File: config.mk
export PLATFORM = sky130hd
export DESIGN_NAME = cab_core
export DESIGN_NICKNAME = d
export VERILOG_FILES = /design/src/cab_alu.v /design/src/cab_core.v
export VERILOG_INCLUDE_DIRS = /design/src /design/src/src
export SDC_FILE = /design/constraint.sdc
export NUM_CORES = 1
export LEC_CHECK = 0
export ABC_AREA = 0
export BUFFER_PORTS_ARGS = -buffer_cell sky130_fd_sc_hd__buf_2
export CAP_MARGIN = 20
export CORE_ASPECT_RATIO = 0.8
export CORE_MARGIN = 4
export CORE_UTILIZATION = 51
export CTS_CLUSTER_SIZE = 40
export DETAILED_ROUTE_END_ITERATION = 12
export PLACE_DENSITY = 0.75
export SLEW_MARGIN = 20
export SYNTH_ARGS = -nofsm -noshare
export SYNTH_HDL_FRONTEND = slang
export SYNTH_SLANG_ARGS = --single-unit
export TNS_END_PERCENT = 1
File: constraint.sdc
create_clock -name i_core_clk -period 2.7 [get_ports i_core_clk]
set_clock_uncertainty 0.05 [all_clocks]
set_input_delay 0.54 -clock i_core_clk [delete_from_list [all_inputs] [get_ports i_core_clk]]
set_output_delay 0.54 -clock i_core_clk [all_outputs]
set_load 0.005 [all_outputs]
File: src/cab_defs.vh
// Constants for the ALU and branch subset execution block
`ifndef CAB_DEFS_VH
`define CAB_DEFS_VH

// ---------------------------------------------------------------
// Opcode patterns
// ---------------------------------------------------------------
`define CAB_OP_ADDC_HI   6'h08
`define CAB_OP_ANDF_HI   6'h05
`define CAB_OP_ANDL_HI   8'h0B
`define CAB_OP_BRC_HI    8'hE2
`define CAB_OP_BRN_HI    8'hE6
`define CAB_OP_BCLR_HI   4'h9

// ---------------------------------------------------------------
// Instruction field positions and access address limits
// ---------------------------------------------------------------
`define CAB_BIT_DEST     9
`define CAB_BIT_ACCESS   8
`define CAB_IDX_LIMIT    8'h5F
`define CAB_ACC_SPLIT    8'h60

// ---------------------------------------------------------------
// Status flag positions and reset values
// ---------------------------------------------------------------
`define CAB_FLG_C        0
`define CAB_FLG_DIGIT    1
`define CAB_FLG_Z        2
`define CAB_FLG_OVF      3
`define CAB_FLG_N        4
`define CAB_RST_STATUS   5'h00
`define CAB_RST_ACC      8'h00
`define CAB_RST_PC       21'h000000

// ---------------------------------------------------------------
// Phase timing and access bank upper address bits
// ---------------------------------------------------------------
`define CAB_PHASES       4
`define CAB_BANK_ACCESS_HI 4'hF

`endif

File: src/cab_alu.v
// Arithmetic and logic unit for the execution subset
`timescale 1ns/10ps
module cab_alu (
  // Operands
  input  wire [7:0] i_acc,
  input  wire [7:0] i_opnd,
  input  wire       i_carry,
  // Operation select: 0 add with carry, 1 and, 2 bit clear
  input  wire [1:0] i_sel,
  input  wire [2:0] i_bit,
  // Results
  output reg  [7:0] o_res,
  output reg        o_c,
  output reg        o_digit,
  output reg        o_ovf
);
  reg [8:0] sum;
  reg [4:0] low;

  // Full adder paths plus logic ops
  always @* begin
    sum  = {1'b0, i_acc} + {1'b0, i_opnd} + {8'h00, i_carry};
    low  = {1'b0, i_acc[3:0]} + {1'b0, i_opnd[3:0]} + {4'h0, i_carry};
    o_c  = sum[8];
    o_digit = low[4];
    // Signed overflow: like-signed operands giving an unlike-signed result
    o_ovf = (i_acc[7] == i_opnd[7]) && (sum[7] != i_acc[7]);
    case (i_sel)
      2'h0:    o_res = sum[7:0];
      2'h1:    o_res = i_acc & i_opnd;
      2'h2:    o_res = i_opnd & ~(8'h01 << i_bit);
      default: o_res = 8'h00;
    endcase
  end
endmodule

File: src/cab_core.v
// Execution block for add-with-carry, AND, bit clear and carry/negative branches
// Behaviour
// RQ1 - Add-with-carry sums acc, file and carry; updates negative, overflow, carry, digit carry, zero.
// RQ2 - Destination bit 0 writes accumulator; 1 writes back to the file register.
// RQ3 - Access bit 0 uses access bank; 1 uses bank select for upper bits.
// RQ4 - Extended set, access 0, address up to 5Fh becomes indexed literal offset.
// RQ5 - AND-literal ANDs immediate into accumulator; updates only N and Z.
// RQ6 - AND-file ANDs acc with file, routed by destination; updates N and Z.
// RQ7 - Branch on carry set uses signed 8-bit offset, touches no flags.
// RQ8 - Branch on negative set uses signed 8-bit offset, touches no flags.
// RQ9 - Taken branch loads incremented counter plus twice the sign-extended offset.
// RQ10 - Branch takes one cycle untaken, two taken with an idle second cycle.
// RQ11 - Bit clear reads file, clears selected bit, writes back, no flags.
// RQ12 - Each ALU or bit instruction completes within one four-phase cycle.
`timescale 1ns/10ps
`include "cab_defs.vh"
module cab_core (
  // Clock and reset
  input  wire        i_core_clk,
  input  wire        i_rst_n,
  input  wire        i_clk_en,
  // Instruction stream, one word per instruction cycle
  input  wire        i_instr_valid,
  input  wire [15:0] i_instr,
  input  wire        i_ext_set_en,
  input  wire [3:0]  i_bank_select_reg,
  input  wire [11:0] i_fsr2,
  // Data memory read and write port
  input  wire [7:0]  i_mem_rdata,
  output reg  [11:0] o_mem_addr,
  output reg         o_mem_rd,
  output reg         o_mem_we,
  output reg  [7:0]  o_mem_wdata,
  // Program counter and core state
  output reg  [20:0] o_pc,
  output reg         o_pc_load,
  output reg  [7:0]  o_acc,
  output reg  [4:0]  o_status,
  output reg  [1:0]  o_phase,
  output reg         o_busy,
  output reg         o_illegal
);

  // ---------------------------------------------------------------
  // Phase sequencing
  // ---------------------------------------------------------------
  localparam PH_DECODE = 2'h0;
  localparam PH_READ   = 2'h1;
  localparam PH_PROC   = 2'h2;
  localparam PH_WRITE  = 2'h3;

  localparam K_NONE = 3'h0;
  localparam K_ADDC = 3'h1;
  localparam K_ANDL = 3'h2;
  localparam K_ANDF = 3'h3;
  localparam K_BCLR = 3'h4;
  localparam K_BRC  = 3'h5;
  localparam K_BRN  = 3'h6;

  reg [1:0]  phase_q;
  reg [2:0]  kind_q;
  reg [15:0] ins_q;
  reg        nop_cyc_q;   // Second, idle cycle of a taken branch
  reg [7:0]  opnd_q;
  reg        take_q;

  reg [1:0]  phase_d;
  reg [2:0]  kind_d;
  reg [11:0] addr_d;
  reg [4:0]  status_d;
  wire [7:0] alu_res;
  wire       alu_c;
  wire       alu_digit;
  wire       alu_ovf;
  reg  [1:0] alu_sel;
  wire       accept;      // Word taken this clock
  wire       uses_file;   // Instruction reads a data-memory operand
  wire       to_file;     // Result goes back to the file register
  wire       is_branch;   // Either conditional branch
  wire       rd_now;      // Read strobe due this clock
  wire       wr_now;      // Write strobe due this clock
  wire       jump_now;    // Counter load due this clock
  wire [20:0] br_off;     // Twice the sign-extended branch offset

  // ---------------------------------------------------------------
  // Opcode decode
  // ---------------------------------------------------------------
  always @* begin
    kind_d = K_NONE;
    if (i_instr[15:10] == `CAB_OP_ADDC_HI)
      kind_d = K_ADDC;                                   // RQ1
    else if (i_instr[15:8] == `CAB_OP_ANDL_HI)
      kind_d = K_ANDL;                                   // RQ5
    else if (i_instr[15:10] == `CAB_OP_ANDF_HI)
      kind_d = K_ANDF;                                   // RQ6
    else if (i_instr[15:12] == `CAB_OP_BCLR_HI)
      kind_d = K_BCLR;                                   // RQ11
    else if (i_instr[15:8] == `CAB_OP_BRC_HI)
      kind_d = K_BRC;                                    // RQ7
    else if (i_instr[15:8] == `CAB_OP_BRN_HI)
      kind_d = K_BRN;                                    // RQ8
  end

  // ---------------------------------------------------------------
  // Data address formation
  // ---------------------------------------------------------------
  // Access bank splits at 60h: low part is bank 0, high part the SFR bank
  always @* begin
    if (ins_q[`CAB_BIT_ACCESS])
      addr_d = {i_bank_select_reg, ins_q[7:0]};          // RQ3
    else if (i_ext_set_en && (ins_q[7:0] <= `CAB_IDX_LIMIT))
      addr_d = i_fsr2 + {4'h0, ins_q[7:0]};              // RQ4
    else if (ins_q[7:0] < `CAB_ACC_SPLIT)
      addr_d = {4'h0, ins_q[7:0]};                       // RQ3
    else
      addr_d = {`CAB_BANK_ACCESS_HI, ins_q[7:0]};        // RQ3
  end

  // ALU operation select from the latched kind
  always @* begin
    case (kind_q)
      K_ADDC:  alu_sel = 2'h0;
      K_BCLR:  alu_sel = 2'h2;
      default: alu_sel = 2'h1;
    endcase
  end

  cab_alu cab_alu_i (
    .i_acc   (o_acc),
    .i_opnd  (opnd_q),
    .i_carry (kind_q == K_ADDC ? o_status[`CAB_FLG_C] : 1'b0),
    .i_sel   (alu_sel),
    .i_bit   (ins_q[11:9]),
    .o_res   (alu_res),
    .o_c     (alu_c),
    .o_digit (alu_digit),
    .o_ovf   (alu_ovf)
  );

  // ---------------------------------------------------------------
  // Shared decode of the latched word
  // ---------------------------------------------------------------
  // A word is taken only in decode and never while a taken branch owes its idle cycle
  assign accept    = (phase_q == PH_DECODE) && !nop_cyc_q && i_instr_valid;
  assign uses_file = (kind_q == K_ADDC) || (kind_q == K_ANDF) || (kind_q == K_BCLR);
  // The literal form has no destination bit: bit 9 there is part of the opcode and must not steer the result
  assign to_file   = (kind_q == K_BCLR) || ((kind_q == K_ADDC || kind_q == K_ANDF) && ins_q[`CAB_BIT_DEST]);
  assign is_branch = (kind_q == K_BRC) || (kind_q == K_BRN);
  assign br_off    = {{12{ins_q[7]}}, ins_q[7:0], 1'b0};                    // RQ9

  // ---------------------------------------------------------------
  // Phase qualifiers
  // ---------------------------------------------------------------
  // Every strobe below is gated by one of these, so nothing moves outside its own phase
  assign rd_now    = (phase_q == PH_READ) && uses_file;
  assign wr_now    = (phase_q == PH_WRITE) && to_file;
  assign jump_now  = (phase_q == PH_WRITE) && is_branch && take_q;

  // ---------------------------------------------------------------
  // Next phase
  // ---------------------------------------------------------------
  // Decode holds while nothing is taken and no idle cycle is owed, so the phase output never runs ahead of the core
  always @* begin
    case (phase_q)
      PH_DECODE: phase_d = (accept || nop_cyc_q) ? PH_READ : PH_DECODE;
      PH_READ:   phase_d = PH_PROC;
      PH_PROC:   phase_d = PH_WRITE;
      PH_WRITE:  phase_d = PH_DECODE;
      default:   phase_d = PH_DECODE;
    endcase
  end

  // ---------------------------------------------------------------
  // Flag update
  // ---------------------------------------------------------------
  // Only the add path touches carry, digit carry and overflow; the AND paths keep them
  // Bit clear and branches never take this value, the flag register ignores it for them
  always @* begin
    status_d                   = o_status;
    status_d[`CAB_FLG_N]       = alu_res[7];                                // RQ5
    status_d[`CAB_FLG_Z]       = (alu_res == 8'h00);                        // RQ6
    if (kind_q == K_ADDC) begin
      status_d[`CAB_FLG_C]     = alu_c;                                     // RQ1
      status_d[`CAB_FLG_DIGIT] = alu_digit;
      status_d[`CAB_FLG_OVF]   = alu_ovf;
    end
  end

  // ---------------------------------------------------------------
  // Instruction sequencer
  // ---------------------------------------------------------------
  // Word, kind and operand are latched phase by phase; a taken branch arms one idle cycle
  always @(posedge i_core_clk or negedge i_rst_n) begin
    if (!i_rst_n) begin
      phase_q   <= PH_DECODE;
      kind_q    <= K_NONE;
      ins_q     <= 16'h0000;
      nop_cyc_q <= 1'b0;
      opnd_q    <= 8'h00;
      take_q    <= 1'b0;
    end else if (i_clk_en) begin
      phase_q <= phase_d;
      case (phase_q)
        PH_DECODE: begin
          if (nop_cyc_q) begin
            kind_q <= K_NONE;                                               // RQ10
          end else if (accept) begin
            ins_q  <= i_instr;
            kind_q <= kind_d;
          end
        end
        PH_PROC: begin
          // Memory answers the read within the clock after the strobe
          opnd_q <= (kind_q == K_ANDL) ? ins_q[7:0] : i_mem_rdata;
          take_q <= (kind_q == K_BRC && o_status[`CAB_FLG_C]) ||            // RQ7
                    (kind_q == K_BRN && o_status[`CAB_FLG_N]);              // RQ8
        end
        PH_WRITE: begin
          nop_cyc_q <= is_branch && take_q;                                 // RQ10
        end
        default: ;
      endcase
    end
  end

  // ---------------------------------------------------------------
  // Data memory strobes
  // ---------------------------------------------------------------
  // Address is held after the read so the write lands on the same location
  always @(posedge i_core_clk or negedge i_rst_n) begin
    if (!i_rst_n) begin
      o_mem_addr  <= 12'h000;
      o_mem_rd    <= 1'b0;
      o_mem_we    <= 1'b0;
      o_mem_wdata <= 8'h00;
    end else if (i_clk_en) begin
      o_mem_rd <= rd_now;
      o_mem_we <= wr_now;                                                   // RQ2 RQ11
      if (rd_now)
        o_mem_addr <= addr_d;                                               // RQ3
      if (wr_now)
        o_mem_wdata <= alu_res;                                             // RQ11
    end
  end

  // ---------------------------------------------------------------
  // Program counter
  // ---------------------------------------------------------------
  // The counter already points past the word when the doubled offset is added
  // Untaken branches only step past themselves, within one cycle
  always @(posedge i_core_clk or negedge i_rst_n) begin
    if (!i_rst_n) begin
      o_pc      <= `CAB_RST_PC;
      o_pc_load <= 1'b0;
    end else if (i_clk_en) begin
      o_pc_load <= jump_now;
      if (accept)
        o_pc <= o_pc + 21'h000002;
      else if (jump_now)
        o_pc <= o_pc + br_off;                                              // RQ9
    end
  end

  // ---------------------------------------------------------------
  // Working register and flags
  // ---------------------------------------------------------------
  // Branches and bit clear leave both alone; a file destination spares the accumulator
  always @(posedge i_core_clk or negedge i_rst_n) begin
    if (!i_rst_n) begin
      o_acc    <= `CAB_RST_ACC;
      o_status <= `CAB_RST_STATUS;
    end else if (i_clk_en && (phase_q == PH_WRITE)) begin
      if (kind_q == K_ADDC || kind_q == K_ANDL || kind_q == K_ANDF) begin
        o_status <= status_d;                                               // RQ1 RQ5 RQ6
        if (!to_file)
          o_acc <= alu_res;                                                 // RQ2
      end
    end
  end

  // ---------------------------------------------------------------
  // Core state outputs
  // ---------------------------------------------------------------
  // Busy covers the idle cycle of a taken branch too, since no word is taken then
  always @(posedge i_core_clk or negedge i_rst_n) begin
    if (!i_rst_n) begin
      o_phase   <= PH_DECODE;
      o_busy    <= 1'b0;
      o_illegal <= 1'b0;
    end else if (i_clk_en) begin
      o_phase <= phase_d;
      if (phase_q == PH_DECODE) begin
        o_busy    <= accept || nop_cyc_q;
        o_illegal <= accept && (kind_d == K_NONE);                          // RQ12
      end else if (phase_q == PH_WRITE) begin
        o_busy    <= 1'b0;                                                  // RQ12
      end
    end
  end
endmodule

## Yosys cells after proc, flatten, opt, wreduce, memory -nomap -nowiden

Cells that the tools add are included.

| cells by class | value |
|---|---|
| $mul | 0 |
| divide/modulo/power cells | 0 |
| equal/unequal tests | 19 |
| mux-type cells | 21 |
| bitwise operators | 5 |
| shift-type cells | 1 |
| order comparisons | 2 |
| add/sub/neg operators | 7 |
| reductions and logical operators | 42 |

Operators with widths:

| kind | number |
|---|---|
| 21-bit two-way mux | 2 |
| 12-bit two-way mux | 3 |
| 3-bit two-way mux | 8 |
| 8-bit one-hot mux with 3 select lines | 1 |
| 21-bit by 2-bit adder with 21-bit output (second input constant) | 1 |
| 21-bit adder | 1 |
| 8-bit AND | 2 |
| 8-bit == test (second input constant) | 2 |
| 2-bit AND reduction | 8 |
| 1-bit logical AND | 14 |
| 12-bit by 8-bit adder with 12-bit output | 1 |
| 8-bit by 8-bit adder with 9-bit output | 1 |
| 9-bit by 1-bit adder with 9-bit output | 1 |
| 3-bit == test (second input constant) | 3 |
| 3-bit AND reduction | 3 |
| 8-bit by 4-bit == test with 1-bit output (second input constant) | 1 |
| 8-bit by 7-bit less-or-equal comparator with 1-bit output (second input constant) | 1 |
| 8-bit zero test | 1 |
| 1-bit logical OR | 8 |
| 8-bit by 7-bit < comparator with 1-bit output (second input constant) | 1 |
| 8-bit two-way mux | 1 |
| 8-bit inverter | 1 |
| 2-bit one-hot mux with 4 select lines | 1 |
| 1-bit by 3-bit << shifter with 8-bit output (first input constant) | 1 |
| other kinds (19) | 30 |

| storage, ports and cells | value |
|---|---|
| memory bits (writable) | 0 |
| bits in latches | 0 |
| memories | 0 |
| ROM bits | 0 |
| register bits after elaboration | 86 |
| input bits | 45 |

## Depth between registers and ports, before layout

| depth | value |
|---|---|
| depth in word-level cells | 9 |
| mapped depth | 13 |
| depth with buffers taken out | 12 |

## Cells and area by module

Synthesis repeated with hierarchy kept, for this count alone.

| unflattened totals | value |
|---|---|
| cells, all modules | 595 |
| area total of the unflattened synthesis | 5506.5 µm² |

By module, submodules not included:

| module | cells an instance | seq. area each (µm²) | area an instance (µm²) | instances |
|---|---|---|---|---|
| cab_core | 521 | 2127.0 | 4926.0 | 1 |
| cab_alu | 74 | 0.0 | 580.6 | 1 |

## Worst setup path before layout

No wires, ideal clock.

| timing | value |
|---|---|
| path kind | reg-to-reg |
| from | reg o_phase[0] (netlist name) |
| to | reg o_pc[20] |
| setup slack | -0.327 ns |
| buffers on the path | 1 |
| library setup time | 0.126 ns |
| period minus slack after synthesis | 3.027 ns |
| cell stages (with the launch flop) | 14 |
| data required time | 2.524 ns |
| arrival | 2.851 ns |
| path through | dfrtp_1 > inv_1 > ha_1 > nand3b_1 > nand2_1 > inv_1 > ha_1 > buf_2 > and4_1 > and2_1 > nand4_1 > and2_1 > o311a_1 > a311o_1 |

RTL lines:

| element | RTL line | RTL |
|---|---|---|
| to (signal assigned) | cab_core.v:253 | `` o_pc <= `CAB_RST_PC; `` |
| to (signal assigned) | cab_core.v:258 | `o_pc <= o_pc + 21'h000002;` |
| to (signal assigned) | cab_core.v:260 | `o_pc <= o_pc + br_off;` |
| to (decl) | cab_core.v:35 | `output reg [20:0] o_pc,` |

==> results.toml <==
[worst_setup_path]
slowest_delay_ns = 0.39
required_ns = 2.88
ff2ff_path_depth = 12
critPathCaptureType = "flip-flop"
crit_arrival_ns = 2.90
crit_top_cell = "ha_4"
cp_cell_sequence = "inv_2 > ha_4 > nand3b_1 > buf_6 > and2_1 > ha_4 > nand2_1 > o21ai_4 > nand4_1 > and2_4 > o311a_1 > a311o_1"
startpoint_type = "flip-flop"
slowest_stage = "dfrtp_1"
path_max_fanout = 8
crit_type = "reg2reg"

[power_and_ir_drop]
p_seq_share_pct = 23.4
vdd_drop_max_mv = 0.531
switching_share_pct = 42.6
leakage_nw = 3.60
p_clk_share_pct = 13.1
p_comb_share_pct = 63.4
internal_power_mw = 5.52
pwr_density_cell_nw_per_um2 = 1270
fin_total_pwr_mw = 9.62
netSwitchingPower_mw = 4.10

[timing]
hold_viol = 0
relSlewSlack_pct = 39.7
finalCritPeriodShare_pct = 101
min_period_ns = 2.72
worst_hold_slack_ns = 0.192
rsz0062_at_grt = "yes"
worst_pin_slew_ns = 0.901
max_freq_mhz = 368
fin_ws_ns = -0.0210
drv_slew = 0
setup_viol = 1

[final_layout]
final_util_pct = 68.7
fin_area_um2 = 7560
finalNetCount = 909
mostFrequentLayoutCell = "buf_2"
instances_no_fill = 970
drive_gt1_share_pct = 31.2
areaGrowthSynthToFinish_pct = 29.4
diodes = 0
n_fill_cell = 902
final_cell_mix = "buf_2, dfrtp_1, buf_4, nand2_1, a21oi_1"

[run_status]
outcome = "finished with violations"
violations = "setup timing"

[synthesis]
async_reset_ff_share_pct = 100
synth_area_um2 = 5850
yosysSeqAreaShare_pct = 36.4
ys_types = 74
synth_flop_cell = "dfrtp_1"
synth_nets = 749
synth_warnings = 0
avgSynthCellArea_um2 = 8.85
syn_inst = 661
synth_edf_count = 0
synth_seq_cells = 85

[flow_run]
maxCapViolations = 0

[clock_network]
cts-buffers-inserted = 9
clock_latency_ns = 0.34
cts_tree = "done"
cts.path.max_buffers = 2
htreeDepth = 3
clkTransAtPathRegs_ns = 0.06
root_buffer = "clkbuf_16"
postCtsHoldBufs = 0
cts_sinks = 85

[global_route]
grt_pass1_wl_um = 26700
antenna_found_initial = 1
grt_remaining_overflow = 0
grt_pass1_vias = 5441
grt_max_degree = 52
grt.total_usage_pct = 24.7

[placed_design]
place.gp.congestion = 0.901
port_buffers = 104
dp_cells = 952
post_dp_cell_area_um2 = 7090
dpl.hpwl_um = 12600

[floorplanning]
die_h_um = 104
die_area_um2 = 13300
initial_utilization_pct = 53.1
core-area_um2 = 11000
num_rows = 34
die_x_um = 128
ios = 106

[drt]
drt_pre_antenna_iters = 5
drc = 0
vias = 5684
drt-initial-drc-count = 356
via_per_inst = 5.86
ant_nets = 0
post_drt_wl_per_cell_um = 17.0
wl_um = 16500

[min_path]
hold_class = "in2async"
[through the flow]
step	setup slack (ns)	setup TNS, ns
global route	-0.144	-0.923
finish	-0.0210	-0.0210
detailed placement	-0.238	-1.36
global placement	-0.155	-0.740
floorplan	-0.0512	-0.121
CTS	-0.0555	-0.135
[metal layers]
metal	wire length, um	global-route usage, %
met1	7470	34.2
met2	7580	38.2
met3	1070	6.33
met4	346	6.97
met5	12	0
[power by group through the flow]
stage	Sequential, mW	Clock (mW)	Combinational [mW]
5_1_grt	2.32	1.33	6.72
4_1_cts	2.24	1.28	5.88
6_report	2.25	1.26	6.10
3_5_place_dp	2.25	0	5.65
2_1_floorplan	2.19	0	3.64
3_3_place_gp	2.24	0	5.45
[worst paths after layout]
check	from	endpoint	slack, ns
setup reg to reg	o_phase[0]$_DFFE_PN0P_	o_pc[20]$_DFFE_PN0P_	-0.02
hold / removal	i_rst_n	o_mem_we$_DFFE_PN0P_	0.19
setup / recovery	o_phase[0]$_DFFE_PN0P_	o_pc[20]$_DFFE_PN0P_	-0.02
max in group asynchronous	i_rst_n	o_pc[5]$_DFFE_PN0P_	1.73
hold reg to reg	o_mem_addr[7]$_DFFE_PN0P_	o_mem_addr[7]$_DFFE_PN0P_	0.43
min in group i_core_clk	i_instr[1]	ins_q[1]$_DFFE_PN0P_	0.38
[kinds of logic (layout without fill, tap and decap cells)]
kind of cell / after synthesis / count (layout) / share of synthesized area, %
AND/OR/NAND/NOR: 233 / 233 / 19.9
AO/OA/AOI/OAI: 205 / 205 / 22.6
flip-flops: 85 / 85 / 36.4
buffers and inverters: 48 / 213 / 3.57
adder cells (fa/ha/maj): 43 / 43 / 9.72
multiplexers: 25 / 25 / 4.54
XOR/XNOR: 21 / 21 / 3.15
other: 1 / 1 / 0.0641
[area by class of cell]
class	count	area [um2]	area share [%]
inverters	21	86.3	1.14
flip-flops and latches	85	2130	28.1
multi-input cells	528	3790	50.0
well taps	144	180	2.38
repair buffers	176	1080	14.3
clock inverters	3	25.0	0.331
clock buffers	13	280	3.70
[flip-flops by register name, indices dropped and copies added (netlist names)]
signal and count:
o_illegal 1, opnd_q 8, kind_q 3, take_q 1, o_phase 2, ins_q 12
nop_cyc_q 1, o_acc 8, o_status 5, o_pc_load 1, o_mem_addr 12, o_pc 20
o_mem_wdata 8, o_mem_we 1, o_busy 1, o_mem_rd 1
[synth_stat cells (all sizes together), types with 5 or more instances]
cell type | number | area, um2
and2 | 14 | 87.6
nand4 | 5 | 31.3
nor2b | 8 | 50.1
mux2 | 12 | 135
xnor2 | 11 | 96.3
o21ai | 51 | 263
buf | 18 | 96.4
a21o | 16 | 120
nand2 | 73 | 277
ha | 39 | 488
nor3b | 5 | 37.5
o31ai | 6 | 50.1
nand3 | 13 | 65.1
mux2i | 13 | 130
inv | 21 | 78.8
nor3 | 13 | 70.1
nand2b | 5 | 31.3
nand3b | 5 | 37.5
a31oi | 6 | 37.5
clkbuf | 9 | 33.8
xor2 | 10 | 87.6
dfrtp | 85 | 2130
nor2 | 61 | 234
a21boi | 5 | 37.5
a21oi | 70 | 358
or3 | 5 | 31.3
[worst max-delay path: cells and delay by family (launching register included)]
kind                     cells  cell delay (ns)
AO/OA/AOI/OAI                3             0.77
buffers and inverters        2             0.23
AND/OR/NAND/NOR              5             0.70
adder cells (fa/ha/maj)      2             0.45
flip-flops                   1             0.39
[timing repair]
action                                  in CTS  in global routing
pin swaps                                    9                  4
resized for setup                           17                 19
endpoints found under the setup margin       9                 16
buffers inserted                             2                  0
Note: power is estimated with default switching activity, not from simulation.
